<file path="src/exec_cfg.svh">
`ifndef EXEC_CFG_SVH
`define EXEC_CFG_SVH

// Opcode encodings of the 14-bit instruction word
`define OPC_BIT_CLR_MASK 14'h3C00
`define OPC_BIT_CLR_VAL 14'h1800
`define OPC_BIT_SET_VAL 14'h1C00
`define OPC_CLEAR_FILE_REG_OP_MASK 14'h3F80
`define OPC_CLEAR_FILE_REG_OP_VAL 14'h0180
`define OPC_CLEAR_ACCUM_OP_VAL 14'h0100
`define OPC_CALL_MASK 14'h3800
`define OPC_CALL_VAL 14'h2000
`define OPC_WDTCLR_VAL 14'h0064

// Field positions
`define FLD_FILE_LSB 0
`define FLD_BIT_LSB 7
`define PAGE_LATCH_LO 3
`define PAGE_LATCH_HI 4

// Reset values
`define PC_RESET 13'h0000
`define ACC_RESET 8'h00
`define STATUS_N_RESET 1'b1

`endif

</file>
<file path="src/exec_pkg.sv">
`default_nettype none

package exec_pkg;
	typedef enum logic [1:0]
	{
		ST_RUN = 2'b00,
		ST_FLUSH = 2'b01
	} exec_state_e;
	typedef logic [12:0] pc_t;
endpackage

`default_nettype wire

</file>
<file path="src/bit_skip_clear_call_exec.sv">
`timescale 1ns/1ps
`default_nettype none
`include "exec_cfg.svh"

// Summary of operation
// - Skip-if-set: bit one flushes next instruction
// - Skip-if-clear: bit zero flushes next instruction
// - Clear file register writes zero, sets zero
// - Clear accumulator loads zero, sets zero
// - Call pushes return address PC+1 first
// - Call loads literal into PC low bits
// - Call takes PC upper bits from latch
// - Call is two cycles, flags unchanged
// - Watchdog clear pulses watchdogClear for one cycle
// - Watchdog clear sets both status bits
module bit_skip_clear_call_exec
	import exec_pkg::*;
#(
	parameter int STACK_DEPTH = 8,
	parameter int STACK_AW = 3
)(
	// Clock and reset
	input wire logic core_clk,
	input wire logic rst_n,
	// Instruction and operands, one per instruction cycle
	input wire logic instrValid,
	input wire logic [13:0] instr,
	input wire logic [7:0] fileRdData,
	input wire logic [7:0] pc_page_latch,
	// File register write
	output logic fileWrEn,
	output logic [6:0] fileWrAddr,
	output logic [7:0] fileWrData,
	// Core state
	output logic [12:0] pc,
	output logic [7:0] accum,
	output logic zeroFlag,
	output logic [12:0] stack_top,
	output logic [STACK_AW-1:0] stackPtr,
	// Watchdog side effects and flush indicator
	output logic watchdogClear,
	output logic timeout_status_n,
	output logic powerdown_status_n,
	output logic flushing
);
	// ************************************************************
	// Decode
	// ************************************************************
	logic isSkipClr, isSkipSet, isClrf, isClrw, isCall, isWdt;
	logic testBit, takeSkip;
	logic [2:0] bitSel;
	exec_state_e state, next_state;

	// Decode only while not flushing; a flushed slot is a no-op
	always_comb
	begin
		bitSel = instr[`FLD_BIT_LSB +: 3];
		testBit = fileRdData[bitSel];
		isSkipClr = instrValid && (state == ST_RUN)
			&& ((instr & `OPC_BIT_CLR_MASK) == `OPC_BIT_CLR_VAL);
		isSkipSet = instrValid && (state == ST_RUN)
			&& ((instr & `OPC_BIT_CLR_MASK) == `OPC_BIT_SET_VAL);
		isClrf = instrValid && (state == ST_RUN)
			&& ((instr & `OPC_CLEAR_FILE_REG_OP_MASK) == `OPC_CLEAR_FILE_REG_OP_VAL);
		isClrw = instrValid && (state == ST_RUN) && (instr == `OPC_CLEAR_ACCUM_OP_VAL);
		isCall = instrValid && (state == ST_RUN)
			&& ((instr & `OPC_CALL_MASK) == `OPC_CALL_VAL);
		isWdt = instrValid && (state == ST_RUN) && (instr == `OPC_WDTCLR_VAL);
		takeSkip = (isSkipSet && testBit) || (isSkipClr && !testBit);
	end

	// ************************************************************
	// Next-state and datapath
	// ************************************************************
	logic [12:0] next_pc;
	logic [7:0] next_accum;
	logic next_zeroFlag, next_fileWrEn, next_watchdogClear;
	logic next_timeout_status_n, next_powerdown_status_n;
	logic [6:0] next_fileWrAddr;
	logic [STACK_AW-1:0] next_stackPtr;
	logic pushEn;
	logic [12:0] pushData, stackRd;
	logic [12:0] next_stack_top;
	logic next_flushing;

	// A call or taken skip spends its second cycle flushing the fetched word
	always_comb
	begin
		next_state = ST_RUN;
		next_pc = pc;
		next_accum = accum;
		next_zeroFlag = zeroFlag;
		next_fileWrEn = 1'b0;
		next_fileWrAddr = fileWrAddr;
		next_watchdogClear = 1'b0;
		next_timeout_status_n = timeout_status_n;
		next_powerdown_status_n = powerdown_status_n;
		next_stackPtr = stackPtr;
		next_stack_top = stack_top;
		next_flushing = 1'b0;
		pushEn = 1'b0;
		pushData = pc + 13'h0001;
		if (instrValid)
		begin
			next_pc = pc + 13'h0001;
			if (takeSkip || isCall)
			begin
				next_state = ST_FLUSH;
				next_flushing = 1'b1;
			end
			if (isClrf)
			begin
				next_fileWrEn = 1'b1;
				next_fileWrAddr = instr[`FLD_FILE_LSB +: 7];
				next_zeroFlag = 1'b1;
			end
			if (isClrw)
			begin
				next_accum = `ACC_RESET;
				next_zeroFlag = 1'b1;
			end
			if (isCall)
			begin
				pushEn = 1'b1;
				next_stack_top = pushData;
				next_stackPtr = stackPtr + 1'b1;
				next_pc = {pc_page_latch[`PAGE_LATCH_HI:`PAGE_LATCH_LO],
					instr[10:0]};
			end
			if (isWdt)
			begin
				next_watchdogClear = 1'b1;
				next_timeout_status_n = 1'b1;
				next_powerdown_status_n = 1'b1;
			end
		end
	end

	// Register all state; outputs come straight from these flops
	always_ff @(posedge core_clk)
	begin
		if (!rst_n)
		begin
			state <= ST_RUN;
			pc <= `PC_RESET;
			accum <= `ACC_RESET;
			zeroFlag <= 1'b0;
			fileWrEn <= 1'b0;
			fileWrAddr <= 7'h00;
			fileWrData <= 8'h00;
			watchdogClear <= 1'b0;
			timeout_status_n <= `STATUS_N_RESET;
			powerdown_status_n <= `STATUS_N_RESET;
			stackPtr <= '0;
			stack_top <= `PC_RESET;
			flushing <= 1'b0;
		end
		else
		begin
			state <= next_state;
			pc <= next_pc;
			accum <= next_accum;
			zeroFlag <= next_zeroFlag;
			fileWrEn <= next_fileWrEn;
			fileWrAddr <= next_fileWrAddr;
			fileWrData <= 8'h00;
			watchdogClear <= next_watchdogClear;
			timeout_status_n <= next_timeout_status_n;
			powerdown_status_n <= next_powerdown_status_n;
			stackPtr <= next_stackPtr;
			stack_top <= next_stack_top;
			flushing <= next_flushing;
		end
	end

	// ************************************************************
	// Return-address stack
	// ************************************************************
	// Wraps silently on overflow, like a circular hardware stack
	// Read side looks one entry below the pointer, so the last push shows two cycles on
	stack_mem #(.DEPTH(STACK_DEPTH), .AW(STACK_AW)) stack_mem_inst (
		.core_clk(core_clk),
		.wrEn(pushEn),
		.wrAddr(stackPtr),
		.wrData(pushData),
		.rdAddr(stackPtr - 1'b1),
		.rdData(stackRd)
	);

	// ************************************************************
	// Assertions
	// ************************************************************
	property p_skip_set;
		@(posedge core_clk) disable iff (!rst_n)
		(isSkipSet && testBit) |=> flushing;
	endproperty
	a_skip_set: assert property (p_skip_set) else $error("skip-if-set missed flush");

	property p_skip_clr;
		@(posedge core_clk) disable iff (!rst_n)
		(isSkipClr && !testBit) |=> flushing;
	endproperty
	a_skip_clr: assert property (p_skip_clr) else $error("skip-if-clear missed flush");

	property p_no_skip;
		@(posedge core_clk) disable iff (!rst_n)
		((isSkipSet && !testBit) || (isSkipClr && testBit)) |=> !flushing;
	endproperty
	a_no_skip: assert property (p_no_skip) else $error("skip taken wrongly");

	property p_clear_file_reg_op;
		@(posedge core_clk) disable iff (!rst_n)
		isClrf |=> fileWrEn && fileWrData == 8'h00 && zeroFlag
			&& fileWrAddr == $past(instr[6:0]);
	endproperty
	a_clear_file_reg_op: assert property (p_clear_file_reg_op) else $error("clear file register wrong");

	property p_clear_accum_op;
		@(posedge core_clk) disable iff (!rst_n)
		isClrw |=> accum == 8'h00 && zeroFlag;
	endproperty
	a_clear_accum_op: assert property (p_clear_accum_op) else $error("clear accumulator wrong");

	property p_call_push;
		@(posedge core_clk) disable iff (!rst_n)
		isCall |=> stack_top == $past(pc) + 13'h0001 && stackPtr == $past(stackPtr) + 1'b1;
	endproperty
	a_call_push: assert property (p_call_push) else $error("call push wrong");

	// The flush slot after a call cannot push, so the entry is settled two cycles on
	property p_stack_rd;
		@(posedge core_clk) disable iff (!rst_n)
		isCall |=> ##1 stackRd == stack_top;
	endproperty
	a_stack_rd: assert property (p_stack_rd) else $error("stack memory entry wrong");

	property p_call_target;
		@(posedge core_clk) disable iff (!rst_n)
		isCall |=> pc == {$past(pc_page_latch[4:3]), $past(instr[10:0])};
	endproperty
	a_call_target: assert property (p_call_target) else $error("call target wrong");

	property p_call_flags;
		@(posedge core_clk) disable iff (!rst_n)
		isCall |=> flushing && $stable(zeroFlag) && $stable(timeout_status_n);
	endproperty
	a_call_flags: assert property (p_call_flags) else $error("call cycles or flags wrong");

	property p_wdt;
		@(posedge core_clk) disable iff (!rst_n)
		isWdt |=> watchdogClear && timeout_status_n && powerdown_status_n
			##1 (watchdogClear == $past(isWdt));
	endproperty
	a_wdt: assert property (p_wdt) else $error("watchdog clear wrong");

	property p_flush_nop;
		@(posedge core_clk) disable iff (!rst_n)
		(state == ST_FLUSH && instrValid) |=> !fileWrEn && $stable(accum) && $stable(zeroFlag)
			&& $stable(stackPtr) && pc == $past(pc) + 13'h0001;
	endproperty
	a_flush_nop: assert property (p_flush_nop) else $error("flush slot altered state");
endmodule
`default_nettype wire

</file>
<file path="src/stack_mem.sv">
`timescale 1ns/1ps
`default_nettype none
`include "exec_cfg.svh"

// Return-address memory with registered top-of-stack read
module stack_mem #(
	parameter int DEPTH = 8,
	parameter int AW = 3
)(
	// Clock
	input wire logic core_clk,
	// Write port
	input wire logic wrEn,
	input wire logic [AW-1:0] wrAddr,
	input wire logic [12:0] wrData,
	// Read port
	input wire logic [AW-1:0] rdAddr,
	output logic [12:0] rdData
);
	logic [12:0] mem [DEPTH];

	// No reset on the array: contents are undefined until pushed, as on silicon
	always_ff @(posedge core_clk)
	begin
		if (wrEn)
			mem[wrAddr] <= wrData;
		rdData <= mem[rdAddr];
	end
endmodule
`default_nettype wire

</file>
<file path="config.mk">
export PLATFORM = sky130hd
export DESIGN_NAME = bit_skip_clear_call_exec
export DESIGN_NICKNAME = d
export VERILOG_FILES = /design/src/exec_pkg.sv /design/src/bit_skip_clear_call_exec.sv /design/src/stack_mem.sv
export VERILOG_INCLUDE_DIRS = /design/src
export SDC_FILE = /design/constraint.sdc
export NUM_CORES = 1
export LEC_CHECK = 0
export BUFFER_PORTS_ARGS = -buffer_cell sky130_fd_sc_hd__buf_2
export CAP_MARGIN = 20
export CORE_UTILIZATION = 25
export CTS_CLUSTER_SIZE = 14
export DETAILED_ROUTE_END_ITERATION = 10
export PLACE_DENSITY = 0.59
export SETUP_SLACK_MARGIN = 0.5
export SLEW_MARGIN = 20
export SYNTH_ARGS = -nofsm -noshare
export SYNTH_HDL_FRONTEND = slang
export SYNTH_SLANG_ARGS = --single-unit
</file>
<file path="constraint.sdc">
create_clock -name core_clk -period 4.05 [get_ports core_clk]
set_input_delay 0.81 -clock core_clk [delete_from_list [all_inputs] [get_ports core_clk]]
set_output_delay 0.81 -clock core_clk [all_outputs]
set_load 0.02 [all_outputs]
</file>
==> flow_summary.json <==
{
  "synth_largest_area_cell": "dfxtp_1",
  "fmax_mhz": 398,
  "async_flop_share_pct": 0,
  "combinationalPowerShare_pct": 12.7,
  "max_slew_margin_pct": 45.2,
  "rsz0062_at_grt": "no",
  "muxShareOfSynthArea_pct": 6.80,
  "die_x_um": 94.4,
  "fin_crit_ps": 2510,
  "maxSlewViolCount": 0,
  "power_switching_mw": 0.229,
  "fin_nets": 342,
  "die-area_um2": 8910,
  "p_per_area_nw_per_um2": 337,
  "p_sw_share_pct": 26.4,
  "ctsResizeCount": 0,
  "layout.cells.non_filler": 413,
  "setup.worst_path.start": "instrValid",
  "synth_compound_area_share_pct": 19.8,
  "pwr-share-clk_pct": 40.1,
  "hpwlAfterDp_um": 4180,
  "htree_levels": 2,
  "die_h_um": 94.4,
  "seqPwrFrac_pct": 47.2,
  "place.gp.congestion": 0.727,
  "reg2regPathDepth": 4,
  "maxCapViolations": 0,
  "cellInternalPower_mw": 0.640,
  "synth_ff_type": "dfxtp_1",
  "grt_pass1_wl_um": 9320,
  "crit_end": "stack_top[5]",
  "ys_ff_latch": 40,
  "first_pass_iters": 4,
  "routed_wl_um": 5760,
  "ant_nets": 0,
  "p_leak_nw": 1.12,
  "finalCritPeriodShare_pct": 62.1,
  "synth_xor_area_share_pct": 4.10,
  "clock_latency_ps": 290,
  "synth_area_leaders": "dfxtp_1, buf_4, mux2i_1, a21oi_1, o21ai_0",
  "clk_pin_slew_ps": 90,
  "rows": 33,
  "initial_core_util_pct": 25.8,
  "post-cts-setup-buffers": 0,
  "synth_area_um2": 2130,
  "peakVddDrop_mv": 0.146,
  "required_ps": 4210,
  "antenna_cells": 0,
  "r2r_end": "stack_top[5]",
  "dp_cells": 405,
  "reg2reg_slack_ps": 1920,
  "synth_adder_area_share_pct": 1.17,
  "multi_input_area_um2": 1150,
  "grt_max_degree": 25,
  "post_drt_wl_per_cell_um": 14.0,
  "grt_usage_pct": 13.5,
  "drcViolationCount": 0,
  "synth_edf_count": 0,
  "yosys.area_share.simple_pct": 18.8,
  "yosys_warnings": 0,
  "cts_made_buffers": 5,
  "area_growth_pct": 20.8,
  "critical_path_class": "input port to flop",
  "io_pins": 91,
  "crit_path_end_kind": "flop",
  "hp-class": "flop to flop",
  "tns_ps": 0,
  "critPathMaxFanout": 17,
  "setup_viol": 0,
  "area.sequential_um2": 801,
  "drt_iter0_drc": 178,
  "portBuffers": 66,
  "synth_cell_types": 45,
  "syn_area_per_cell_um2": 8.61,
  "cp-start-kind": "input port",
  "yosysSeqAreaShare_pct": 37.5,
  "yosysTopAreaCellShare_pct": 37.5,
  "grt_pass1_vias": 1826,
  "cts_tree": "yes",
  "worstMarginPinSlew_ps": 818,
  "fillers": 899,
  "core_um2": 8260,
  "hold_buffers": 0,
  "num_vias": 1968,
  "antenna_found_initial": 0,
  "overflow": 0,
  "synth_top_family_by_area": "compound AO/OA/AOI/OAI gates",
  "synthCells": 248,
  "skew_ps": 8.59,
  "rr_startpoint": "flushing",
  "cts_sinks": 40,
  "ctsRootBufferMaster": "clkbuf_8",
  "via_per_inst": 4.77,
  "hold_viol_final": 0,
  "outcome": "complete, no violations",
  "drive_gt1_share_pct": 26.9,
  "cts.path.max_buffers": 2,
  "arrival_ps": 2680
}
==> worst min-delay path by stage <==
stage                       from           end  slack (ps)  cells after the start
floorplan           stack_top[1]  stack_top[1]         530                      2
global placement    stack_top[1]  stack_top[1]         450                      2
detailed placement  stack_top[1]  stack_top[1]         450                      2
CTS                 stack_top[1]  stack_top[1]         460                      2
global route        stack_top[1]  stack_top[1]         490                      2
finish              stack_top[1]  stack_top[1]         460                      2
==> stage by stage <==
step | util (%) | power [mW] | hold slack [ps] | worst slack, ps | area [um2]
2_1_floorplan | - | 0.505 | 535 | 2010 | 2190
3_3_place_gp | 29.7 | 0.529 | 445 | 1190 | 2460
3_5_place_dp | 29.7 | 0.531 | 451 | 1230 | 2460
4_1_cts | 31.2 | 0.880 | 464 | 1540 | 2580
5_1_grt | 31.2 | 0.907 | 491 | 1300 | 2580
6_report | 31.2 | 0.869 | 458 | 1540 | 2580
==> cell usage after synthesis, types with 2 or more instances <==
cell and count:
a211oi_1 2, a21oi_1 19, a22o_1 5, a31oi_1 3
a32o_1 6, and3_1 2, buf_1 2, buf_4 21
buf_6 2, clkbuf_1 6, conb_1 2, dfxtp_1 40
ha_1 2, inv_1 8, mux2i_1 10, mux4_2 2
nand2_1 15, nand2b_1 2, nand3_1 10, nand4_1 4
nor2_1 20, nor3_1 8, nor3_2 2, nor4_1 6
o21ai_0 16, o21ai_1 6, xnor2_1 8, xor2_1 2
==> sequential cells by signal, indices dropped and copies added (netlist names) <==
signal and cells:
stack_top 13, flushing 1, stackPtr 3, zeroFlag 1
pc 13, fileWrEn 1, fileWrAddr 7, watchdogClear 1
==> power by group through the flow <==
stage               Clock, mW  Combinational (mW)  Sequential, mW
floorplan                   0              0.0757           0.429
global placement            0               0.110           0.419
detailed placement          0               0.111           0.419
CTS                     0.359               0.112           0.410
global route            0.373               0.123           0.412
finish                  0.348               0.111           0.410
==> layer usage <==
layer / GRT usage, % / vias up / routed length [um]
met5: 0 / - / 0
met4: 3.46 / 0 / 58
met3: 2.82 / 5 / 389
met2: 21.1 / 85 / 2530
met1: 18.8 / 900 / 2780
li1: - / 978 / -
==> cell usage in the layout (no fill, tap or decap), types with 3 or more instances in the layout <==
master,netlist,final
a21oi_1,19,19
xnor2_1,8,8
o21ai_1,6,6
dfxtp_1,40,40
nand3_1,10,10
clkbuf_8,0,6
o21ai_0,16,16
nor4_1,6,6
a31oi_1,3,3
nand2_1,15,15
mux2i_1,10,10
nor2_1,20,20
inv_1,8,8
nor3_1,8,8
a22o_1,5,5
a32o_1,6,6
buf_2,1,66
nand4_1,4,4
conb_1,2,18
==> logic make-up after synthesis <==
group,count (synthesis)
multiplexers,12
other,2
buffers and inverters,40
adder cells (fa/ha/maj),2
XOR/XNOR,10
flip-flops,40
AND/OR/NAND/NOR,76
AO/OA/AOI/OAI,66
==> worst max-delay path, cell delays in order <==
cell	delay (ps)
buf_2	270
nor4b_4	740
nand2_1	450
nor3_1	350
nor3_2	50
==> cell type report <==
class,count,area share [%]
Clock inverter,2,1.50
Tap cell,105,5.10
Sequential cell,40,31.1
Multi-Input combinational cell,184,44.6
Inverter,8,1.17
Clock buffer,6,3.20
Timing Repair Buffer,68,13.4
Power figures use the tool's default switching activity.
